File: config.mk
export PLATFORM = sky130hd
export DESIGN_NAME = tim_mask_mode
export DESIGN_NICKNAME = d
export VERILOG_FILES = /design/src/rtl/tim_pkg.sv /design/src/rtl/tim_mask_mode.sv /design/src/rtl/tim_temp_event.sv
export SDC_FILE = /design/constraint.sdc
export NUM_CORES = 1
export LEC_CHECK = 0
export BUFFER_PORTS_ARGS = -buffer_cell sky130_fd_sc_hd__buf_2
export CAP_MARGIN = 10
export CORE_MARGIN = 1
export CORE_UTILIZATION = 50
export CTS_CLUSTER_SIZE = 25
export DETAILED_ROUTE_END_ITERATION = 16
export PLACE_DENSITY = 0.9
export SLEW_MARGIN = 5
export SYNTH_ARGS = -nofsm -noshare
export SYNTH_HDL_FRONTEND = slang
export SYNTH_HIERARCHICAL = 1
export SYNTH_SLANG_ARGS = --single-unit
File: constraint.sdc
create_clock -name clk -period 3.2 [get_ports clk]
set_input_delay 0.64 -clock clk [delete_from_list [all_inputs] [get_ports clk]]
set_output_delay 0.64 -clock clk [all_outputs]
set_load 0.01 [all_outputs]
File: src/rtl/tim_pkg.sv
// Purpose: Constants for the temperature interrupt mask and mode block.
// Assumes: Register access through a simple documented write/read port.
// Notes:   All offsets, field positions and reset values live here.
package tim_pkg;
    // ==========================================================
    // Register addresses.
    localparam logic [7:0] ADDR_STATUS2 = 8'h02;
    localparam logic [7:0] ADDR_MASK2   = 8'h04;
    // ==========================================================
    // Field positions.
    localparam int BIT_HOT     = 0;
    localparam int BIT_BOARD   = 1;
    localparam int BIT_FAN_ONE = 2;
    localparam int BIT_FAN_TWO = 3;
    localparam int BIT_CHASS   = 4;
    localparam int BIT_OSLIM   = 5;
    localparam int BIT_HOTMD   = 6;
    localparam int BIT_OSMD    = 7;
    // ==========================================================
    // Reset values.
    localparam logic [7:0] MASK2_RESET  = 8'h00;
    localparam logic [7:0] STAT2_RESET  = 8'h00;
    localparam logic [7:0] STAT2_RSVD   = 8'hC0;
    // Mode encodings of the two event channels.
    typedef enum logic {TIM_MODE_DEFAULT, TIM_MODE_ONETIME} tim_mode_t;
    // One-time tracker states.
    typedef enum logic [1:0] {TIM_IDLE, TIM_ABOVE, TIM_BELOW_WAIT} tim_state_t;
endpackage

File: src/rtl/tim_mask_mode.sv
// Purpose: Second interrupt mask register upper half and mode control.
// Assumes: Register port is a simple byte write/read strobe interface.
// Notes:   Status bits are set by hardware, cleared by a read; set wins.
// Function
// - Mask bits 3, 4, 5 keep fan two, intrusion, overtemp status off the interrupt.
// - Mode bit 6 zero: hot event interrupts whenever temperature exceeds hot limit.
// - Mode bit 6 one: hot event interrupts once on rising past hot limit.
// - Mode bit 7 zero: overtemp event interrupts whenever temperature exceeds its limit.
// - Mode bit 7 one: overtemp event interrupts once on rising past its limit.
// - Default mode: read clears; each conversion sets again until below hysteresis.
// - One-time mode: next interrupt only on dropping below hysteresis, then none until the limit is exceeded again.
// - One-time mode: each read clears the bit; next conversion need not set it.
// - Intrusion status bit reads one once the intrusion input was high.
`timescale 1ns/1ps
`default_nettype none
module tim_mask_mode (
    input  wire logic       clk,                     // 125 MHz system clock.
    input  wire logic       rst,                     // Synchronous reset, active high.
    input  wire logic       reg_wr,                  // Register write strobe.
    input  wire logic       reg_rd,                  // Register read strobe.
    input  wire logic [7:0] reg_addr,                // Register address.
    input  wire logic [7:0] reg_wdata,               // Register write data.
    output logic      [7:0] reg_rdata,               // Registered read data.
    input  wire logic       conv_done,               // Conversion complete pulse.
    input  wire logic       hot_over,                // Above hot limit.
    input  wire logic       hot_below_hyst,          // Below hot hysteresis.
    input  wire logic       otl_over,                // Above overtemp limit.
    input  wire logic       otl_below_hyst,          // Below overtemp hysteresis.
    input  wire logic       second_fan_input,        // Second fan limit event, pin.
    input  wire logic       chassis_intrusion_input, // Intrusion pin.
    input  wire logic [2:0] low_status_set,          // Lower status bits 0..2 set requests.
    output logic            int_out,                 // Interrupt output, active high.
    output logic      [7:0] status_out,              // Status register mirror.
    output logic      [7:0] mask_out                 // Mask register mirror.
);
    // ==========================================================
    // Pin synchronisers: two flops before any logic looks at a pin.
    logic [1:0] fan_sync_reg;
    logic [1:0] intr_sync_reg;
    always_ff @(posedge clk) begin
        if (rst) begin
            fan_sync_reg  <= 2'h0;
            intr_sync_reg <= 2'h0;
        end else begin
            fan_sync_reg  <= {fan_sync_reg[0], second_fan_input};
            intr_sync_reg <= {intr_sync_reg[0], chassis_intrusion_input};
        end
    end

    // ==========================================================
    // Mask register with the two mode bits in its top half.
    logic [7:0] mask_reg;
    always_ff @(posedge clk) begin
        if (rst)
            mask_reg <= tim_pkg::MASK2_RESET;
        else if (reg_wr && reg_addr == tim_pkg::ADDR_MASK2)
            mask_reg <= reg_wdata;
    end

    // ==========================================================
    // Event trackers for the two temperature sources.
    logic hot_set;
    logic otl_set;
    tim_temp_event u_hot (
        .clk        (clk),
        .rst        (rst),
        .one_time   (mask_reg[tim_pkg::BIT_HOTMD]),
        .conv_done  (conv_done),
        .over_limit (hot_over),
        .below_hyst (hot_below_hyst),
        .set_pulse  (hot_set)
    );
    tim_temp_event u_otl (
        .clk        (clk),
        .rst        (rst),
        .one_time   (mask_reg[tim_pkg::BIT_OSMD]),
        .conv_done  (conv_done),
        .over_limit (otl_over),
        .below_hyst (otl_below_hyst),
        .set_pulse  (otl_set)
    );

    // ==========================================================
    // Status register: a read clears, but a set in the same cycle wins
    // so that no event slips between the read and the clear.
    logic [7:0] stat_reg;
    logic [7:0] stat_set;
    logic       stat_rd;
    always_comb begin
        stat_set = 8'h00;
        stat_set[2:0]               = low_status_set;
        stat_set[tim_pkg::BIT_HOT]  = low_status_set[0] | hot_set;
        stat_set[tim_pkg::BIT_FAN_TWO] = fan_sync_reg[1];
        stat_set[tim_pkg::BIT_CHASS] = intr_sync_reg[1];
        stat_set[tim_pkg::BIT_OSLIM] = otl_set;
    end
    assign stat_rd = reg_rd && reg_addr == tim_pkg::ADDR_STATUS2;
    always_ff @(posedge clk) begin
        if (rst)
            stat_reg <= tim_pkg::STAT2_RESET;
        else if (stat_rd)
            stat_reg <= stat_set & ~tim_pkg::STAT2_RSVD;
        else
            stat_reg <= (stat_reg | stat_set) & ~tim_pkg::STAT2_RSVD;
    end

    // ==========================================================
    // Interrupt output from unmasked status; mode bits never gate it.
    always_ff @(posedge clk) begin
        if (rst)
            int_out <= 1'b0;
        else
            int_out <= |(stat_reg & ~mask_reg & ~tim_pkg::STAT2_RSVD);
    end

    // ==========================================================
    // Read data and mirrors, registered so every output is a flop.
    always_ff @(posedge clk) begin
        if (rst) begin
            reg_rdata  <= 8'h00;
            status_out <= 8'h00;
            mask_out   <= 8'h00;
        end else begin
            status_out <= stat_reg;
            mask_out   <= mask_reg;
            if (reg_rd && reg_addr == tim_pkg::ADDR_STATUS2)
                reg_rdata <= stat_reg;
            else if (reg_rd && reg_addr == tim_pkg::ADDR_MASK2)
                reg_rdata <= mask_reg;
            else if (reg_rd)
                reg_rdata <= 8'h00;
        end
    end

    // ==========================================================
    // Checks beside the logic.
    // A masked source on its own must leave the interrupt low.
    property p_mask_fan_two;
        @(posedge clk) disable iff (rst)
        (stat_reg[tim_pkg::BIT_FAN_TWO] && mask_reg[tim_pkg::BIT_FAN_TWO]
         && (stat_reg & ~mask_reg & ~tim_pkg::STAT2_RSVD) == 8'h00) |=> !int_out;
    endproperty
    a_mask_fan_two: assert property (p_mask_fan_two)
        else $error("Masked fan two raised interrupt.");
    property p_mask_intrusion;
        @(posedge clk) disable iff (rst)
        (stat_reg[tim_pkg::BIT_CHASS] && mask_reg[tim_pkg::BIT_CHASS]
         && (stat_reg & ~mask_reg & ~tim_pkg::STAT2_RSVD) == 8'h00) |=> !int_out;
    endproperty
    a_mask_intrusion: assert property (p_mask_intrusion)
        else $error("Masked intrusion raised interrupt.");
    // The interrupt follows the unmasked status one edge later, both ways.
    property p_int_on;
        @(posedge clk) disable iff (rst)
        ((stat_reg & ~mask_reg & ~tim_pkg::STAT2_RSVD) != 8'h00) |=> int_out;
    endproperty
    a_int_on: assert property (p_int_on)
        else $error("Interrupt missing for unmasked status.");
    property p_int_off;
        @(posedge clk) disable iff (rst)
        ((stat_reg & ~mask_reg) == 8'h00) |=> !int_out;
    endproperty
    a_int_off: assert property (p_int_off)
        else $error("Interrupt high with no unmasked status.");
    // Default mode sets the bit at every conversion that finds the limit exceeded.
    property p_hot_default;
        @(posedge clk) disable iff (rst)
        (conv_done && hot_over && !mask_reg[tim_pkg::BIT_HOTMD]) |=> stat_reg[tim_pkg::BIT_HOT];
    endproperty
    a_hot_default: assert property (p_hot_default)
        else $error("Hot default not set.");
    property p_otl_default;
        @(posedge clk) disable iff (rst)
        (conv_done && otl_over && !mask_reg[tim_pkg::BIT_OSMD]) |=> stat_reg[tim_pkg::BIT_OSLIM];
    endproperty
    a_otl_default: assert property (p_otl_default)
        else $error("Overtemp default not set.");
    // One-time mode stays quiet while the alarm is already latched and the limit is still exceeded.
    property p_hot_once;
        @(posedge clk) disable iff (rst)
        (conv_done && hot_over && mask_reg[tim_pkg::BIT_HOTMD] && u_hot.alarm_reg)
        |-> !hot_set;
    endproperty
    a_hot_once: assert property (p_hot_once)
        else $error("One-time hot repeated.");
    property p_otl_once;
        @(posedge clk) disable iff (rst)
        (conv_done && otl_over && mask_reg[tim_pkg::BIT_OSMD] && u_otl.alarm_reg)
        |-> !otl_set;
    endproperty
    a_otl_once: assert property (p_otl_once)
        else $error("One-time overtemp repeated.");
    // One-time mode raises once more when a latched alarm drops below hysteresis.
    property p_hot_rearm;
        @(posedge clk) disable iff (rst)
        (conv_done && mask_reg[tim_pkg::BIT_HOTMD] && u_hot.alarm_reg
         && !hot_over && hot_below_hyst) |=> stat_reg[tim_pkg::BIT_HOT];
    endproperty
    a_hot_rearm: assert property (p_hot_rearm)
        else $error("Hot drop below hysteresis not raised.");
    property p_otl_rearm;
        @(posedge clk) disable iff (rst)
        (conv_done && mask_reg[tim_pkg::BIT_OSMD] && u_otl.alarm_reg
         && !otl_over && otl_below_hyst) |=> stat_reg[tim_pkg::BIT_OSLIM];
    endproperty
    a_otl_rearm: assert property (p_otl_rearm)
        else $error("Overtemp drop below hysteresis not raised.");
    // A read clears a bit unless a set arrives in the same cycle.
    property p_rd_clear;
        @(posedge clk) disable iff (rst)
        (stat_rd && !stat_set[tim_pkg::BIT_OSLIM]) |=> !stat_reg[tim_pkg::BIT_OSLIM];
    endproperty
    a_rd_clear: assert property (p_rd_clear)
        else $error("Read did not clear status.");
    // The intrusion pin reaches the status bit three edges after it is seen high.
    property p_intrusion;
        @(posedge clk) disable iff (rst)
        chassis_intrusion_input ##1 1'b1 |=> ##1 stat_reg[tim_pkg::BIT_CHASS];
    endproperty
    a_intrusion: assert property (p_intrusion)
        else $error("Intrusion not recorded.");
    // Scenarios that the bench is expected to reach.
    c_int: cover property (@(posedge clk) disable iff (rst) $rose(int_out));
    c_hot_once: cover property (@(posedge clk) disable iff (rst)
        mask_reg[tim_pkg::BIT_HOTMD] && hot_set);
    c_rd_set: cover property (@(posedge clk) disable iff (rst) stat_rd && |stat_set);
    c_otl_rearm: cover property (@(posedge clk) disable iff (rst)
        mask_reg[tim_pkg::BIT_OSMD] && otl_set && u_otl.alarm_reg);
    c_masked_pin: cover property (@(posedge clk) disable iff (rst)
        stat_reg[tim_pkg::BIT_CHASS] && mask_reg[tim_pkg::BIT_CHASS] && !int_out);
endmodule // tim_mask_mode
`default_nettype wire

File: src/rtl/tim_temp_event.sv
// Purpose: Per-event limit tracker for one temperature status source.
// Assumes: limit flags are sampled on the conversion-done pulse only.
// Notes:   Produces a one-cycle set request towards the status bit.
`timescale 1ns/1ps
`default_nettype none
module tim_temp_event (
    input  wire logic clk,          // System clock.
    input  wire logic rst,          // Synchronous reset, active high.
    input  wire logic one_time,     // Mode bit: one-time when high.
    input  wire logic conv_done,    // Conversion complete pulse.
    input  wire logic over_limit,   // Temperature above limit.
    input  wire logic below_hyst,   // Temperature below hysteresis.
    output logic      set_pulse     // Request to set the status bit.
);
    // ==========================================================
    // Alarm latch: high from over-limit until temperature falls below hysteresis.
    logic alarm_reg;
    always_ff @(posedge clk) begin
        if (rst) begin
            alarm_reg <= 1'b0;
        end else if (conv_done) begin
            if (over_limit)
                alarm_reg <= 1'b1;
            else if (below_hyst)
                alarm_reg <= 1'b0;
        end
    end
    // Default mode re-raises every conversion while alarmed; one-time mode
    // raises only on the two edges of the alarm, so a read is not undone.
    always_comb begin
        set_pulse = 1'b0;
        if (conv_done) begin
            if (!one_time) begin
                set_pulse = over_limit || (alarm_reg && !below_hyst);
            end else begin
                set_pulse = (over_limit && !alarm_reg) ||
                            (alarm_reg && !over_limit && below_hyst);
            end
        end
    end
endmodule // tim_temp_event
`default_nettype wire

# Yosys cells after proc, flatten, opt, wreduce, memory -nomap -nowiden
# Cells that the tools add are included.
# word_totals
latch_bits	0
ff_bits	43
output_inout_bits	25
mem_bits_ro	0
ram_bits	0
input_bits	30
n_memories	0
elab_cells	55
# op_classes
addsub	0
div	0
mul	0
shift	0
muxes	12
bitwise	4
reduce_logical	27
n_eq_ne	2
order_cmp	0
# op_table
cell	count
$mux 8	3
$logic_and 1x1->1	11
$eq 8x2->1 const B	1
$eq 8x3->1 const B	1
$mux 1	8
$and 6x6->6	1
$logic_not 1->1	6
$mux 6	1
$not 6->6	1
$or 6x6->6	1
$reduce_or 6->1	1
$logic_or 1x1->1	4
$reduce_and 2->1	2
$reduce_bool 2->1	2
$reduce_bool 3->1	1
$or 1x1->1	1

# Longest topological paths before layout
# Gate-level depths: netlist of the first run.
# depth
word_depth	9
mapped_depth	4
mapped_depth_nobuf	4

# By module
# The synthesis of the first run kept the hierarchy.
# by_module_without_submodules
mod	n_inst	area_each_um2	seq_area_each_um2	cells_each
tim_mask_mode	1	1546.5	820.8	146
tim_temp_event	2	72.6	20.0	8

# Worst setup path after synthesis of the first run
# OpenSTA, ideal clock, no wires.
# synth_path
kind	input to register
start	input port reg_addr[3]
end	register mask_reg[0]
stages	3
n_path_buf	0
t_required_ns	3.079
t_arrival_ns	1.508
setup_slack_ns	1.571
setup_time_ns	0.121
path_cell_list	nor4_4 -> nand4_4 -> mux2_2
# synth_between
elab_chain_cells	2
# synth_lines
item	line_no	source
start: declaration	tim_mask_mode.sv:21	input wire logic [7:0] reg_addr,
$eq 8x3->1	tim_mask_mode.sv:56	else if (reg_wr && reg_addr == tim_pkg::ADDR_MASK2)
$logic_and 1x1->1	tim_mask_mode.sv:56	
end signal: assignment	tim_mask_mode.sv:55	mask_reg <= tim_pkg::MASK2_RESET;
end signal: assignment	tim_mask_mode.sv:57	mask_reg <= reg_wdata;
end: declaration	tim_mask_mode.sv:52	logic [7:0] mask_reg;
# No other way between the ends.
# A chain may end at the register's enable or synchronous reset.

# Final worst setup path of the first run
# layout_path
start	input port reg_addr[1]
end	register reg_rdata[5]
# layout_between
elab_chain_cells	4
elab_cells_between_ends	7
cone_classes	2 x eq/ne; 2 x mux; 3 x reduce/logical
# layout_lines
item	line_no	source
$eq 8x3->1	tim_mask_mode.sv:128	else if (reg_rd && reg_addr == tim_pkg::ADDR_MASK2)
$logic_and 1x1->1	tim_mask_mode.sv:128	
$mux 8	tim_mask_mode.sv:128	
$mux 8	tim_mask_mode.sv:126	if (reg_rd && reg_addr == tim_pkg::ADDR_STATUS2)
end signal: assignment	tim_mask_mode.sv:127	reg_rdata <= stat_reg;
end signal: assignment	tim_mask_mode.sv:129	reg_rdata <= mask_reg;
end: declaration	tim_mask_mode.sv:23	output logic [7:0] reg_rdata,
# Several ways; a longest one is shown, not always the timed one.

==> run metrics, run 1 <==
status=complete, no violations; Reg area=861 um^2; R2R setup slack=1880 ps; Mapped Area=0.00169 mm^2; worst skew pair latency=around 340 ps; grt ovf=0; TritonCTS Buffers=5; LEAKAGE=0.881 nW; ant diodes=0; Peak VDD IR=0.307 mV; max_cap viols=0; Synth area leaders=dfxtp_1 51%, nor2b_1 13%, mux2_2 5.3%; IO Count=55; Critical Path End Type=register; crit start category=input pin; # setup viols final=0; CP Class=input pin to register; Max Slew Vio Count=0; cell with the most instances after synthesis=dfxtp_1; Post-DP HPWL=2280 um; WL per Instance=between 10 and 15 um; Clock Tree Root=clkbuf_4; Rows=20; Final Wtd Congestion=0.785; total track usage=0.196; Crit path largest cell delay=about 650 ps; final setup TNS=0 ps; routed vias=1327; Reg-to-Reg End=stat_reg[0]; FMAX=612 MHz; final WL=3290 um; Worst Hold Path Cells=1; Post-synth EDFFs=0; FF-to-FF Start=mask_reg[6]; utilization after layout=0.655; hold bufs inserted after CTS=0; RSZ-0062 raised after global routing=no; setup bufs post-CTS=0; Multi-input gate area=783 um^2; clk sinks=between 40 and 50; Post-Synthesis Cells=roughly 160; slew margin rel.=0.450; reg2reg path depth=4; post-place setup slack=1200 ps; Initial DRC Count=36; CP cell instances=buf_2 > nor2b_1 > a22oi_1 > o32ai_1; slowest CP cell=nor2b_1; Initial Util=0.541; Final ANT Viol Nets=0; Hold Slack=between 400 and 500 ps; Main synth FF type=dfxtp_1; post-synthesis async set-or-reset flop share=0; Worst Path Arrival=1890 ps; area leader, netlist=dfxtp_1; Final Hold Viols=0; layout cells sized above 1=0.343; antenna violations before repair=0; number of global-route vias before repair=1198; Min-Delay Startpoint=intr_sync_reg[0]; buffer and inverter count on the worst path=1; TritonCTS clock tree=built; Syn Area/Cell=10.4 um^2; CP delay by family, top=simple AND/OR/NAND/NOR gates; router iterations before antenna repair=4; Min-Delay Endpoint=intr_sync_reg[1]; Die Width=60.2 um; Port Buffers=52; Yosys reg bits=43; post-synth cell types=28; cts repair resizes=0; die area=0.00362 mm^2; final setup margin=1570 ps; Hold Crit Class=register to register; Chip Height=around 60 um; clk_skew=7.74 ps; minimum clock period=1630 ps; synth cell count leaders=43 x dfxtp_1, 35 x nor2b_1, 11 x nand2b_1; register area share after synthesis=0.509; Worst-path clk slew=roughly 120 ps; CP Data Required Time=3450 ps; Layout fillers=around 260; htree depth=2; first-pass GRT wire length=5200 um; Worst Tran Pin Value=~820 ps; Final period util=0.510; share of the synthesized area in the top cell type=0.509; Longest Clk Path Bufs=2; largest fanout on the critical path=12; DRC=0; Layout area overhead=21.2%; power density over the cells=approximately 480 mW/mm^2; core area=0.00313 mm^2; YS warnings=6; Vias/cell=between 5 and 6; nets=242; largest net degree at the start of global routing=45
[kinds of logic (layout without fill, tap and decap cells)]
logic type,Yosys count,after routing,share of synthesized area
other cells,1,2,0.00222
simple gates,69,69,0.265
buf+inv,11,61,0.0303
flops,43,43,0.509
mux,8,8,0.0533
compound gates,30,30,0.141
[worst max path at each step]
stage,startpoint,end,cells past startpoint
after floorplan,reg_addr[3],mask_reg[0],3
after global placement,reg_addr[2],mask_reg[3],4
after detailed placement,reg_addr[2],mask_reg[3],4
after CTS,reg_addr[2],mask_reg[3],4
after global routing,reg_addr[1],reg_rdata[5],4
final,reg_addr[1],reg_rdata[5],4
[metrics by stage]
| step | area, um^2 | total power, mW | cells |
|---|---|---|---|
| after floorplan | 1700 | 0.617 | 163 |
| after global placement | 1960 | 0.648 | 249 |
| after detailed placement | 1960 | 0.650 | 249 |
| after CTS | 2050 | 0.992 | 257 |
| after global routing | 2050 | 1.03 | 257 |
| final | 2050 | 0.990 | 257 |
[metal layers]
| metal | up-vias | part of all wire | GRT usage |
|---|---|---|---|
| met5 | - | 0 | 0 |
| met4 | 0 | 0.014 | 0.0963 |
| met3 | 5 | 0.055 | 0.0563 |
| met2 | 45 | 0.45 | 0.320 |
| met1 | 615 | 0.48 | 0.232 |
| li1 | 662 | - | - |
[report_power, final]
| part | total (mW) | switching [mW] | internal, mW |
|---|---|---|---|
| Combinational | 0.0808 | 0.0421 | 0.0387 |
| Clock | 0.352 | 0.168 | 0.185 |
| Sequential | 0.557 | 0.00792 | 0.549 |
[layout make-up]
class,count,area share
Tap cell,44,0.0269
Sequential cell,43,0.420
Timing Repair Buffer,52,0.127
Inverter,1,0.00183
Clock inverter,2,0.0171
Clock buffer,6,0.0250
Multi-Input combinational cell,109,0.382
[placed cells by master, fill, tap and decap left out]
cell type,Yosys,final
and2_1,2,2
nor3_1,1,1
a21bo_2,2,2
nor4_4,1,1
a22oi_1,6,6
and2_2,1,1
buf_2,2,52
a2111oi_0,1,1
a311oi_1,6,6
nand4_4,1,1
nand2_1,3,3
nor2b_1,35,35
a31oi_1,1,1
clkinv_2,0,1
a21boi_0,2,2
nor3b_1,3,3
dfxtp_1,43,43
nand2b_1,11,11
inv_1,1,1
bufinv_16,0,1
a21oi_1,4,4
o31a_1,2,2
nand4_1,2,2
o32ai_1,6,6
nor2_1,7,7
conb_1,1,2
clkbuf_4,0,5
clkbuf_8,0,1
and4b_1,2,2
mux2_2,8,8
(Power assumes the default switching activity.)
==> run 2: changes to the inputs <==
Settings changed: CORE_UTILIZATION 50 to 49, PLACE_DENSITY 0.9 to 0.89.
Clock period 3.2 ns to 1.7 ns, I/O delays scaled along.
==> run metrics, run 2 (synthesis results as in run 1) <==
status=complete, no violations; LEAKAGE=0.887 nW; Critical Path End Type=register; largest net degree at the start of global routing=30; FF-to-FF Start=mask_reg[6]; router iterations before antenna repair=4; Min-Delay Startpoint=chassis_intrusion_input; Layout area overhead=21.4%; antenna violations before repair=0; RSZ-0062 raised after global routing=no; clk_skew=13.2 ps; cts repair resizes=0; die area=0.00369 mm^2; DRC=0; WL per Instance=12.3 um; IO Count=55; final setup TNS=0 ps; Comb pwr share=0.090; TritonCTS clock tree=built; Peak VDD IR=0.527 mV; Clk pwr share=0.312; Internal Pwr Total=1.35 mW; routed vias=1308; reg2reg path depth=4; crit start category=register; Clock Tree Root=clkbuf_4; Worst Hold Path Cells=2; first-pass GRT wire length=between 5000 and 6000 um; Power Total=1.75 mW; Final Wtd Congestion=0.761; Longest Clk Path Bufs=2; Flop pwr share=0.599; power density over the cells=852 mW/mm^2; CP Class=register to register; minimum clock period=1260 ps; # setup viols final=0; Die Width=60.8 um; largest fanout on the critical path=5; R2R setup slack=440 ps; Final Hold Viols=0; clk sinks=43; total track usage=0.193; worst skew pair latency=roughly 350 ps; commonest cells after routing, fill and taps aside=52 x buf_2, 43 x dfxtp_1, 35 x nor2b_1; Max Slew Vio Count=0; ant diodes=0; nets=between 200 and 250; grt ovf=0; htree depth=2; M2 GR Usage=0.325; Hold Crit Class=input pin to register; gr busiest metal=met2; CP Data Required Time=1940 ps; TritonCTS Buffers=5; layout cells sized above 1=0.347; FMAX=791 MHz; setup bufs post-CTS=0; met1 Track Usage GR=0.225; switching power=about 0.40 mW; Switching Fraction=0.226; Final period util=0.743; Min-Delay Endpoint=intr_sync_reg[0]; Port Buffers=52; final WL=3210 um; Post-DP HPWL=2380 um; Vias/cell=5.03; Initial Util=0.537; GR Layer Usage met3=0.0576; Worst-path clk slew=around 120 ps; Rows=20; hold bufs inserted after CTS=0; number of global-route vias before repair=1229; Chip Height=between 60 and 70 um; commonest non-fill, non-tap cell in the layout=buf_2; Final ANT Viol Nets=0; Initial DRC Count=43; core area=0.00315 mm^2; Reg-to-Reg End=stat_reg[0]; Worst Path Arrival=between 1500 and 2000 ps; max_cap viols=0
## run 2: cell count changes in the layout (fill, tap and decap cells not counted)
cell | previous run | this run
bufinv_16 | 1 | 0
clkinv_2 | 1 | 0
clkbuf_1 | 0 | 1
buf_4 | 0 | 3
clkbuf_8 | 1 | 2
## run 2: area by class of cell
class	count	area, um^2
flip-flops and latches	43	861
well taps	44	55.1
fillers	273	1100
multi-input cells	109	783
repair buffers	55	283
clock buffers	8	68.8
inverters	1	3.75
## run 2: metal layers
| metal | wire (um) | vias to the layer above | share of wire |
|---|---|---|---|
| met5 | 0 | - | 0 |
| met1 | 1450 | 593 | 0.45 |
| met2 | 1550 | 39 | 0.48 |
| met4 | 34 | 0 | 0.011 |
| li1 | - | 672 | - |
| met3 | 174 | 4 | 0.054 |
## run 2: how the worst max path moves through the flow
stage | from | endpoint | depth (start not counted)
2_1_floorplan | reg_addr[3] | mask_reg[0] | 3
3_3_place_gp | reg_addr[3] | mask_reg[1] | 4
3_5_place_dp | reg_addr[3] | mask_reg[1] | 4
4_1_cts | mask_reg[6] | stat_reg[0] | 4
5_1_grt | mask_reg[6] | stat_reg[0] | 4
6_report | mask_reg[6] | stat_reg[0] | 4
## run 2: worst max-delay path, cell delays in order, from the launching register on
cell	delay (ps)
dfxtp_1	360
and4b_1	190
o31a_1	300
nor3b_1	200
a311oi_1	110
## run 2: through the flow
| stage | utilization | instances | hold WS [ps] | area (um^2) | setup slack [ps] |
|---|---|---|---|---|---|
| floorplan | - | 163 | 409 | 1700 | 371 |
| global placement | 0.630 | 252 | 423 | 1990 | 162 |
| detailed placement | 0.630 | 252 | 432 | 1990 | 135 |
| CTS | 0.652 | 260 | 191 | 2050 | 428 |
| global route | 0.652 | 260 | 184 | 2050 | 366 |
| finish | 0.652 | 260 | 202 | 2050 | 436 |
## run 2: power by group through the flow
stage                     Sequential [mW]  Combinational, mW  Clock, mW
after detailed placement             1.07              0.158          0
after CTS                            1.05              0.158      0.559
final                                1.05              0.157      0.545
after global routing                 1.05              0.175      0.600
after floorplan                      1.07             0.0887          0
after global placement               1.07              0.154          0
